File: config.mk
export PLATFORM = sky130hd
export DESIGN_NAME = fdi_frame_deinterleaver
export DESIGN_NICKNAME = d
export VERILOG_FILES = /design/src/fdi_slot.v /design/src/fdi_frame_deinterleaver.v
export VERILOG_INCLUDE_DIRS = /design/src /design/src/src
export SDC_FILE = /design/constraint.sdc
export NUM_CORES = 1
export LEC_CHECK = 0
export BUFFER_PORTS_ARGS = -buffer_cell sky130_fd_sc_hd__buf_2
export CAP_MARGIN = 40
export CORE_UTILIZATION = 50
export DETAILED_ROUTE_END_ITERATION = 16
export PLACE_DENSITY = 0.75
export SLEW_MARGIN = 20
export SYNTH_ARGS = -nofsm -noshare
export SYNTH_HDL_FRONTEND = slang
export SYNTH_SLANG_ARGS = --single-unit
export TNS_END_PERCENT = 20
File: constraint.sdc
create_clock -name mclk -period 29.8 [get_ports mclk]
set_input_delay 2.98 -clock mclk [delete_from_list [all_inputs] [get_ports mclk]]
set_output_delay 2.98 -clock mclk [all_outputs]
set_load 0.02 [all_outputs]
File: src/fdi_regs.vh
// Frame layout constants for the frame deinterleaver.
// Assumes byte positions are 1-based within a frame.
`ifndef FDI_REGS_VH
`define FDI_REGS_VH
// ----------------------------------------
// Frame geometry
// ----------------------------------------
`define FDI_FRAME_BYTES   13'd5082
`define FDI_CHUNK_BYTES   9'd508
`define FDI_HEAD_BYTES    13'd6
`define FDI_TRIPLET_BYTES 9'd24
`define FDI_CHUNK_COUNT   4'd10
// ----------------------------------------
// Stand-alone byte positions
// ----------------------------------------
`define FDI_POS_IDENT     13'd1
`define FDI_POS_STATUS    13'd4
// ----------------------------------------
// Field-type tags
// ----------------------------------------
`define FDI_TAG_IDENT     3'd0
`define FDI_TAG_STATUS    3'd1
`define FDI_TAG_RADIO     3'd2
`define FDI_TAG_TIME      3'd3
`define FDI_TAG_IVAL      3'd4
`define FDI_TAG_QVAL      3'd5
// ----------------------------------------
// Reset values
// ----------------------------------------
`define FDI_RST_POS       13'd0
`endif

File: src/fdi_slot.v
// Classifies a byte position inside a 508-byte chunk.
// Assumes chunk position counts from 0 at the first chunk byte.
`include "fdi_regs.vh"
module fdi_slot
(
  // Position in chunk
  input  wire [8:0] chunk_pos,
  // Classification
  output reg        side_byte,
  output reg  [2:0] side_idx,
  output reg        sample_hi
);
  reg [8:0] rem;
  reg [8:0] q;
  always @*
  begin
    rem       = 9'h000;
    q         = 9'h000;
    side_byte = 1'b0;
    side_idx  = 3'h0;
    sample_hi = 1'b0;
    if (chunk_pos < `FDI_TRIPLET_BYTES)
    begin
      // Triplets: side byte then a two-byte sample
      q   = chunk_pos / 9'd3;
      rem = chunk_pos - q * 9'd3;
      side_byte = (rem == 9'h000);
      side_idx  = q[2:0];
      sample_hi = (rem == 9'h001);
    end
    else
    begin
      sample_hi = ~chunk_pos[0];
    end
  end
endmodule

File: src/fdi_frame_deinterleaver.v
// Frame deinterleaver: splits a 5082-byte frame into its fields.
// Assumes the byte source marks each first byte and is on mclk.
//
// Contract
// First time tag from bytes 22, 25, 28, high byte first, 24 bits.
// Each later time tag sits 508 bytes beyond the previous one.
// Remaining bytes are alternating I and Q, 16-bit, high first.
// Opening bytes: identifier, I1 high, I1 low, status, Q1 high, Q1 low.
// 508-byte chunks: 24 triplet bytes, then pure sample pairs.
// Nine more identical chunks; indices advance by one and 125.
// Tenth chunk ends after byte 504 with final pair 1250.
// Pair positions follow the slot and chunk base offset formula.
// High byte 0 to 127 is positive, else negative two's complement.
// Ten 40-bit radiometry values per frame.
// Exactly ten time tags per frame, one per chunk.
// Radiometry starts at byte 7, bytes every three, chunks 508 apart.
// Identifier is byte 1, status is byte 4, stand-alone.
// Frame is 5082 unsigned bytes numbered from 1.
// Start mark resets byte position and drops partial fields.
// Each field gets a one-cycle valid and type tag on last byte.
`include "fdi_regs.vh"
module fdi_frame_deinterleaver
(
  // Clock and reset
  input  wire        mclk,
  input  wire        rst,
  // Byte stream in
  input  wire        in_valid,
  input  wire        in_first,
  input  wire [7:0]  in_byte,
  // Field stream out
  output reg         fld_valid,
  output reg  [2:0]  fld_tag,
  output reg  [39:0] fld_data,
  output reg  [3:0]  fld_index,
  output reg  [10:0] fld_pair,
  output reg         fld_negative,
  // Status
  output reg         frame_done,
  output wire        frame_active
);

  // ----------------------------------------
  // Local constants
  // ----------------------------------------
  // Two states: waiting for a start mark, or inside a frame
  localparam ST_IDLE = 1'b0;
  localparam ST_RUN  = 1'b1;

  // ----------------------------------------
  // Position tracking
  // ----------------------------------------
  reg         state;
  reg  [12:0] pos;
  reg  [8:0]  cpos;
  reg  [3:0]  chunk;
  reg  [10:0] pair;
  reg         q_turn;
  reg  [31:0] rad_acc;
  reg  [15:0] tt_acc;
  reg  [7:0]  hi_byte;
  wire [12:0] cur_pos;
  wire [8:0]  cur_cpos;
  wire [3:0]  cur_chunk;
  wire [10:0] cur_pair;
  wire        cur_q;
  wire        side_byte;
  wire [2:0]  side_idx;
  wire        sample_hi;
  wire        in_head;
  wire        take;
  wire        last_byte;
  wire        chunk_end;

  // ----------------------------------------
  // Next values
  // ----------------------------------------
  reg         next_state;
  reg  [12:0] next_pos;
  reg  [8:0]  next_cpos;
  reg  [3:0]  next_chunk;
  reg  [10:0] next_pair;
  reg         next_q_turn;
  reg  [31:0] next_rad_acc;
  reg  [15:0] next_tt_acc;
  reg  [7:0]  next_hi_byte;
  reg         next_fld_valid;
  reg  [2:0]  next_fld_tag;
  reg  [39:0] next_fld_data;
  reg  [3:0]  next_fld_index;
  reg  [10:0] next_fld_pair;
  reg         next_fld_negative;
  reg         next_frame_done;

  // ----------------------------------------
  // Current byte position
  // ----------------------------------------
  assign frame_active = (state == ST_RUN);
  // Start mark overrides any partial state
  assign cur_pos   = in_first ? `FDI_POS_IDENT : pos + 13'd1;
  assign in_head   = (cur_pos <= `FDI_HEAD_BYTES);
  assign cur_cpos  = (in_first | in_head) ? 9'h000 : cpos;
  assign cur_chunk = in_first ? 4'h0 : chunk;
  assign cur_pair  = in_first ? 11'd1 : pair;
  assign cur_q     = in_first ? 1'b0 : q_turn;
  // Unmarked bytes outside a frame are dropped, never buffered
  assign take      = in_valid & (frame_active | in_first);
  assign last_byte = (cur_pos == `FDI_FRAME_BYTES);
  assign chunk_end = (cur_cpos == `FDI_CHUNK_BYTES - 9'd1);

  // ----------------------------------------
  // Sample word
  // ----------------------------------------
  wire [15:0] sample_word;
  wire        sample_neg;
  assign sample_word = {hi_byte, in_byte};
  assign sample_neg  = hi_byte[7];

  // ----------------------------------------
  // Byte classification inside a chunk
  // ----------------------------------------
  fdi_slot u_slot
  (
    .chunk_pos (cur_cpos),
    .side_byte (side_byte),
    .side_idx  (side_idx),
    .sample_hi (sample_hi)
  );

  // ----------------------------------------
  // Field decode
  // ----------------------------------------
  // Field registers hold between strobes; only the strobes self-clear
  always @*
  begin
    next_state        = state;
    next_pos          = pos;
    next_cpos         = cpos;
    next_chunk        = chunk;
    next_pair         = pair;
    next_q_turn       = q_turn;
    next_rad_acc      = rad_acc;
    next_tt_acc       = tt_acc;
    next_hi_byte      = hi_byte;
    next_fld_valid    = 1'b0;
    next_fld_tag      = fld_tag;
    next_fld_data     = fld_data;
    next_fld_index    = fld_index;
    next_fld_pair     = fld_pair;
    next_fld_negative = fld_negative;
    next_frame_done   = 1'b0;
    if (take)
    begin
      next_pos = cur_pos;
      if (in_first)
      begin
        // Partial fields discarded
        next_rad_acc = 32'h0000_0000;
        next_tt_acc  = 16'h0000;
      end
      if (in_head)
      begin
        // Opening bytes
        case (cur_pos[2:0])
          3'd1:
          begin
            next_fld_valid = 1'b1;
            next_fld_tag   = `FDI_TAG_IDENT;
            next_fld_data  = {32'h0000_0000, in_byte};
          end
          3'd4:
          begin
            next_fld_valid = 1'b1;
            next_fld_tag   = `FDI_TAG_STATUS;
            next_fld_data  = {32'h0000_0000, in_byte};
          end
          3'd2, 3'd5:
            next_hi_byte = in_byte;
          3'd3:
          begin
            next_fld_valid    = 1'b1;
            next_fld_tag      = `FDI_TAG_IVAL;
            next_fld_data     = {24'h00_0000, sample_word};
            next_fld_pair     = 11'd1;
            next_fld_negative = sample_neg;
          end
          3'd6:
          begin
            next_fld_valid    = 1'b1;
            next_fld_tag      = `FDI_TAG_QVAL;
            next_fld_data     = {24'h00_0000, sample_word};
            next_fld_pair     = 11'd1;
            next_fld_negative = sample_neg;
          end
          default:
            next_hi_byte = hi_byte;
        endcase
        next_q_turn = 1'b0;
        next_pair   = (cur_pos == `FDI_HEAD_BYTES) ? 11'd2 : 11'd1;
        next_cpos   = 9'h000;
        next_chunk  = 4'h0;
        next_state  = ST_RUN;
      end
      else
      begin
        // Chunk bytes; slot order gives the pair offsets
        if (side_byte)
        begin
          // Shift loads; stale bytes fall out after four radiometry loads or two time-tag loads
          if (side_idx < 3'd4)
            next_rad_acc = {rad_acc[23:0], in_byte};
          else if (side_idx == 3'd4)
          begin
            next_fld_valid = 1'b1;
            next_fld_tag   = `FDI_TAG_RADIO;
            next_fld_data  = {rad_acc, in_byte};
            next_fld_index = cur_chunk + 4'h1;
          end
          else if (side_idx < 3'd7)
            next_tt_acc = {tt_acc[7:0], in_byte};
          else
          begin
            next_fld_valid = 1'b1;
            next_fld_tag   = `FDI_TAG_TIME;
            next_fld_data  = {16'h0000, tt_acc, in_byte};
            next_fld_index = cur_chunk + 4'h1;
          end
        end
        else if (sample_hi)
          next_hi_byte = in_byte;
        else
        begin
          next_fld_valid    = 1'b1;
          next_fld_tag      = cur_q ? `FDI_TAG_QVAL : `FDI_TAG_IVAL;
          next_fld_data     = {24'h00_0000, sample_word};
          next_fld_pair     = cur_pair;
          next_fld_negative = sample_neg;
          next_q_turn       = ~cur_q;
          if (cur_q)
            next_pair = cur_pair + 11'd1;
        end
        if (last_byte)
        begin
          // Tenth chunk stops short at byte 504
          next_frame_done = 1'b1;
          next_state      = ST_IDLE;
          next_cpos       = 9'h000;
          next_chunk      = 4'h0;
        end
        else if (chunk_end)
        begin
          next_cpos  = 9'h000;
          next_chunk = cur_chunk + 4'h1;
        end
        else
          next_cpos = cur_cpos + 9'd1;
      end
    end
  end

  // ----------------------------------------
  // State and field registers
  // ----------------------------------------
  // Reset clears strobes on the next rising mclk edge so no stale field leaks out
  always @(posedge mclk)
  begin
    if (rst)
    begin
      state        <= ST_IDLE;
      pos          <= `FDI_RST_POS;
      cpos         <= 9'h000;
      chunk        <= 4'h0;
      pair         <= 11'd1;
      q_turn       <= 1'b0;
      rad_acc      <= 32'h0000_0000;
      tt_acc       <= 16'h0000;
      hi_byte      <= 8'h00;
      fld_valid    <= 1'b0;
      fld_tag      <= 3'h0;
      fld_data     <= 40'h00_0000_0000;
      fld_index    <= 4'h0;
      fld_pair     <= 11'd0;
      fld_negative <= 1'b0;
      frame_done   <= 1'b0;
    end
    else
    begin
      state        <= next_state;
      pos          <= next_pos;
      cpos         <= next_cpos;
      chunk        <= next_chunk;
      pair         <= next_pair;
      q_turn       <= next_q_turn;
      rad_acc      <= next_rad_acc;
      tt_acc       <= next_tt_acc;
      hi_byte      <= next_hi_byte;
      fld_valid    <= next_fld_valid;
      fld_tag      <= next_fld_tag;
      fld_data     <= next_fld_data;
      fld_index    <= next_fld_index;
      fld_pair     <= next_fld_pair;
      fld_negative <= next_fld_negative;
      frame_done   <= next_frame_done;
    end
  end

endmodule

### Yosys cells after proc, flatten, opt, wreduce, memory -nomap -nowiden

Index checks and enable logic that the tools add are counted.

* $add $sub $neg: 5
* $mul: 1
* div/mod/pow operators: 1
* magnitude comparators: 4
* equality and inequality tests: 21
* multiplexer cells: 71
* bitwise operators: 8
* reductions and logical operators: 20

Operator list (number)
* $mux 40: 6
* $mux 32: 4
* $mux 11: 9
* $mux 16: 6
* $pmux 40 s2: 1
* $mux 9: 4
* $mux 8: 4
* $mux 4: 6
* $mux 1: 21
* $mux 3: 7
* $reduce_and 5->1: 3
* $add 13x1->13 const B: 1
* $eq 13x13->1 const B: 1
* $eq 13x3->1 const B: 1
* $le 13x3->1 const B: 1
* $mux 13: 1
* $eq 3x3->1 const B: 4
* $pmux 3 s4: 1
* $reduce_and 4->1: 3
* $add 11x1->11 const B: 1
* $add 9x1->9 const B: 1
* $div 9x2->9 const B: 1
* $eq 9x1->1 const B: 1
* $eq 9x9->1 const B: 1
* other kinds (25): 42

* bits in registers: 156
* logic and storage cells: 147

### Logic depth before layout (Yosys ltp)

* word-level depth: 13
* mapped depth: 46
* gate-level depth less buffers: 42

### Cells and area by module

A second synthesis with hierarchy kept.

* cells, all modules: 1048
* area total of the unflattened synthesis: 8767.2 um^2

Modules (own cells, without submodules)
* fdi_frame_deinterleaver: times used 1, cells an instance 781, area an instance 6764.0 um^2
* fdi_slot: times used 1, cells an instance 267, area an instance 2003.2 um^2

### Least setup slack after synthesis

No wires, ideal clock.

* path kind: input -> register
* start: input in_first
* end: register fld_data[10]
* setup time: 61 ps
* arrival time: 11833 ps
* path slack: 17906 ps
* cell stages on the path: 41
* path buffers: 3
* path through: nand2b_1 nor3_1 nor3_1 nor4b_2 nand2_1 buf_2 clkbuf_1 clkbuf_1 nand2_1 ha_1 and4bb_2 a31oi_1 o311a_1 a211oi_1 nor3b_1 o22a_1 o41ai_1 a31oi_1 [... 5 more ...] nor2_1 a22oi_1 or2_2 ha_1 fa_1 nor2b_1 o21ai_0 a21boi_0 o21ai_0 nand2b_1 a21o_1 a21oi_1 xnor3_1 nor3_2 nand3_1 or3_1 nor3_1 a221o_1

* cells in the longest elaborated chain, start to end: 11
* elaborated cells between the ends (all ways): 35
* those cells by class: 1 x add/sub; 1 x mul; 1 x div; 4 x order compare; 10 x eq/ne; 10 x mux; 4 x bitwise; 4 x reduce/logical

RTL lines
* from (decl): line fdi_frame_deinterleaver.v:29 `input wire in_first,`
* $mux 13: line fdi_frame_deinterleaver.v:100 `` assign cur_pos = in_first ? `FDI_POS_IDENT : pos + 13'd1; ``
* $le 13x3->1 (no source line)
* $or 1x1->1: line fdi_frame_deinterleaver.v:102 `assign cur_cpos = (in_first | in_head) ? 9'h000 : cpos;`
* $mux 9: line fdi_frame_deinterleaver.v:102
* $div 9x2->9 or $lt 9x5->1 (tied branches)
* $mul 9x2->9 or $mux 3 (tied branches): line fdi_slot.v:26, fdi_slot.v:22
* $sub 9x9->9 or $eq 3x3->1 (tied branches): line fdi_slot.v:26, fdi_frame_deinterleaver.v:212
* $eq 9x1->1, or another cell as far along: line fdi_slot.v:29 `sample_hi = (rem == 9'h001);`
* $mux 1 or $mux 40 (tied branches): line fdi_slot.v:22, fdi_frame_deinterleaver.v:210
* $ne 3x2->1 (no source line), or another cell as far along
* $reduce_and 5->1 (no source line) or $mux 40 (tied branches)
* to (signal assigned): line fdi_frame_deinterleaver.v:299 `fld_data <= next_fld_data;`
* to (decl): line fdi_frame_deinterleaver.v:34 `output reg [39:0] fld_data,`

Several ways; a longest one is shown, not always the timed one. The select of a mux whose other input is x is not followed.
A chain may end at the register's enable or synchronous reset.

### Worst setup path in the final report

* start: input in_first
* end: register fld_data[13]

The elaborated chain is that of the path after synthesis.

==> summary.md <==
| Metric | Value |
|---|---|
| # H-tree levels | 4 |
| CTS Sinks | 156 |
| Hold Path End | fld_data[19]$_SDFFE_PP0P_ |
| Netlist cell types | 84 |
| Post-CTS Hold Buffers | 0 |
| Maximum clock rate | 0.0738 GHz |
| GRT Overall Usage | 0.258 |
| Syn nets | 1052 |
| Final hold slack | 0.463 ns |
| Minimum clock period | 13.56 ns |
| Slew Viols, Final | 0 |
| Most frequent cells after synthesis | dfxtp_1, nor2_1, nand2_1 |
| Clock share of power | 0.484 |
| Post-CTS Repair Setup Buffers | 0 |
| Final Cycle Share | 0.455 |
| CTS tree | done |
| FF-to-FF path depth | 41 |
| WP data required | 30.17 ns |
| Critical path arrival | 13.92 ns |
| Largest delay contributor family on the critical path | simple AND/OR/NAND/NOR gates |
| CTS Root Cell | clkbuf_16 |
| Post-synth EDFFs | 0 |
| Total CTS buffers | 17 |
| Register share of total power | 0.472 |
| FP Rows | 47 |
| #FFs+latches synth | 156 |
| RSZ-0062 raised after global routing | no |
| Total Power | 0.447 mW |
| Drt wl/cell | 17.2 microns |
| Pint | 0.336 mW |
| WP buf/inv | 3 |
| Sw Share | 0.249 |
| Ant diodes | 0 |
| First-pass GRT wire length | 37100 microns |
| Post-route core utilization | 0.584 |
| Hold depth | 1 |
| Max incr delay on CP | 0.68 ns |
| Die Ht | 133 microns |
| Post-synth ARST share | 0 |
| Vias per cell | 6.05 |
| Worst-margin pin slew | 0.841 ns |
| Cells after synthesis | 1016 |
| Area leader, netlist | dfxtp_1 |
| Pin count of the biggest net entering global routing | 76 |
| Final HPWL DP | 15500 microns |
| Warnings, synthesis | 0 |
| Main synth FF type | dfxtp_1 |
| Fin. Hold Viols | 0 |
| Initial Util | 0.515 |
| Drt drc | 0 |
| Status | finished, final reports clean |
| Hold Crit Start | fld_data[19]$_SDFFE_PP0P_ |
| R2R setup slack | 18.03 ns |
| Max-slew headroom at the worst pin | 0.435 |
| Drt pass-1 iters | 6 |
| Post-DRT Antenna Nets | 0 |
| Resized cells post-CTS | 0 |
| Critical Path Fanout Max | 35 |
| Total routed wirelength | 22300 microns |
| Clock transition at the registers of the reported paths | 0.07 ns |
| Share of cells above drive strength 1 | 0.163 |
| Die width | 133 microns |
| Slowest library cell on the worst path | nor3_1 |
| Area Overhead vs Synth | 13.3% |
| Register area share after synthesis | 0.363 |
| Initial antenna violation count | 0 |
| # fillers | 1515 |
| Net Sw Power | 0.111 mW |
| Port Buffer Count | 73 |
| Worst vdd ir | 0.0000364 V |
| Die area | 0.0177 sq mm |
| Critical R2R Launch | pos[0]$_SDFFE_PP0P_ |
| Vias in the first global route | 7354 |
| Count leader, synth | dfxtp_1 |
| Routability-driven placement congestion ratio | 0.950 |
| Combinational share of power | 0.043 |
| Final nets | 1100 |
| Setup violators final | 0 |
| Post-Syn Area | 0.00860 sq mm |
| Initial DRC Count | 631 |
| Worst Skew | 0.0137 ns |
| Worst hold path type | register to register |
| Critical Path Sink Type | register |
| PwrDens | 45.9 mW/mm^2 |
| Startpoint Class | input port |
| Synth top area share | 0.363 |
| Gr ovfl total | 0 |
| Core ar. | 0.0167 sq mm |
| Avg Inst Size Synth | 8.47 sq um |
| Top post-synthesis cells by area | dfxtp_1, nor2_1, a22oi_1, mux2i_1, nand2_1 |
| Setup TNS | 0 ns |
| FF-to-FF End | fld_data[13]$_SDFFE_PP0P_ |
| Bufs on Longest Clock Path | 2 |
| I/O Pins | 74 |
| Clk_lat worst skew | 0.43 ns |
| Max Cap Viol | 0 |
| Setup Crit Path Kind | input port to register |
| Leakage power | 3.85 nW |
| Vias after detailed routing | 7843 |
==> flip-flops by register name, summed over array words and instances (netlist names) <==
register      flops
fld_negative      1
frame_done        1
fld_data         40
fld_index         4
tt_acc           16
frame_active      1
pos              13
fld_pair         11
q_turn            1
rad_acc          32
pair             11
cpos              9
fld_tag           3
fld_valid         1
chunk             4
hi_byte           8
==> layout by cell type, fill, tap and decap left out, types with 21 or more instances in the layout <==
cell type,synthesis,routed
mux2i_1,32,32
nor2_1,129,129
inv_1,26,26
nand2_1,83,83
a21oi_1,62,62
nand3_1,37,37
buf_2,12,73
a22oi_1,48,48
a22o_1,34,34
dfxtp_1,156,156
o21ai_0,40,40
nand2b_1,21,21
==> cell families (layout without fill, tap and decap cells) <==
group / count (synthesis) / after routing / synth area share
simple gates: 392 / 392 / 0.232
compound gates: 297 / 297 / 0.253
flops: 156 / 156 / 0.363
buf+inv: 89 / 150 / 0.0414
mux: 45 / 45 / 0.0542
fa+ha+maj: 24 / 24 / 0.0410
xor+xnor: 13 / 13 / 0.0148
==> metal layers <==
metal  part of all wire  up-vias  GRT usage
li1                   -     3834          -
met2               0.46      240      0.404
met3              0.054       41     0.0407
met1               0.47     3728      0.364
met4              0.016        0     0.0783
met5                  0        -          0
==> power by group through the flow <==
stage | clock, mW | sequential, mW | combinational [mW]
after floorplan | 0 | 0.217 | 0.0119
after global placement | 0 | 0.216 | 0.0189
final | 0.216 | 0.211 | 0.0193
after detailed placement | 0 | 0.216 | 0.0192
after CTS | 0.220 | 0.211 | 0.0193
after global routing | 0.228 | 0.211 | 0.0213
==> area by class of cell <==
cell class | instances | area, sq um | share of cell area
flip-flops and latches | 156 | 3120 | 0.320
clock buffers | 18 | 439 | 0.0451
well taps | 220 | 275 | 0.0282
clock inverters | 14 | 161 | 0.0166
repair buffers | 90 | 494 | 0.0507
multi-input cells | 771 | 5150 | 0.528
inverters | 28 | 105 | 0.0108
==> worst register-to-register path: cells and delay by family (launching register included) <==
family | cells | cell delay [ns]
flip-flops | 1 | 0.63
AND/OR/NAND/NOR | 16 | 4.95
XOR/XNOR | 2 | 0.67
AO/OA/AOI/OAI | 15 | 2.87
multiplexers | 1 | 0.46
buffers and inverters | 2 | 0.32
adder cells (fa/ha/maj) | 5 | 1.82
==> worst max path at each step <==
stage	from	end	slack, ns	cells after the start
2_1_floorplan	in_first	fld_data[10]$_SDFFE_PP0P_	17.91	41
3_3_place_gp	in_first	fld_data[25]$_SDFFE_PP0P_	16.26	41
3_5_place_dp	in_first	fld_index[3]$_SDFFE_PP0P_	15.95	42
4_1_cts	in_first	fld_index[1]$_SDFFE_PP0P_	16.36	42
5_1_grt	in_first	fld_data[13]$_SDFFE_PP0P_	15.20	42
6_report	in_first	fld_data[13]$_SDFFE_PP0P_	16.24	41
==> stage by stage <==
stage / setup slack, ns / instance area, sq um / instances
2_1_floorplan: 17.91 / 8600 / 1016
3_3_place_gp: 16.26 / 9100 / 1259
3_5_place_dp: 15.95 / 9130 / 1262
4_1_cts: 16.36 / 9730 / 1294
5_1_grt: 15.20 / 9750 / 1297
6_report: 16.24 / 9750 / 1297
Note: power is estimated with default switching activity, not from simulation.
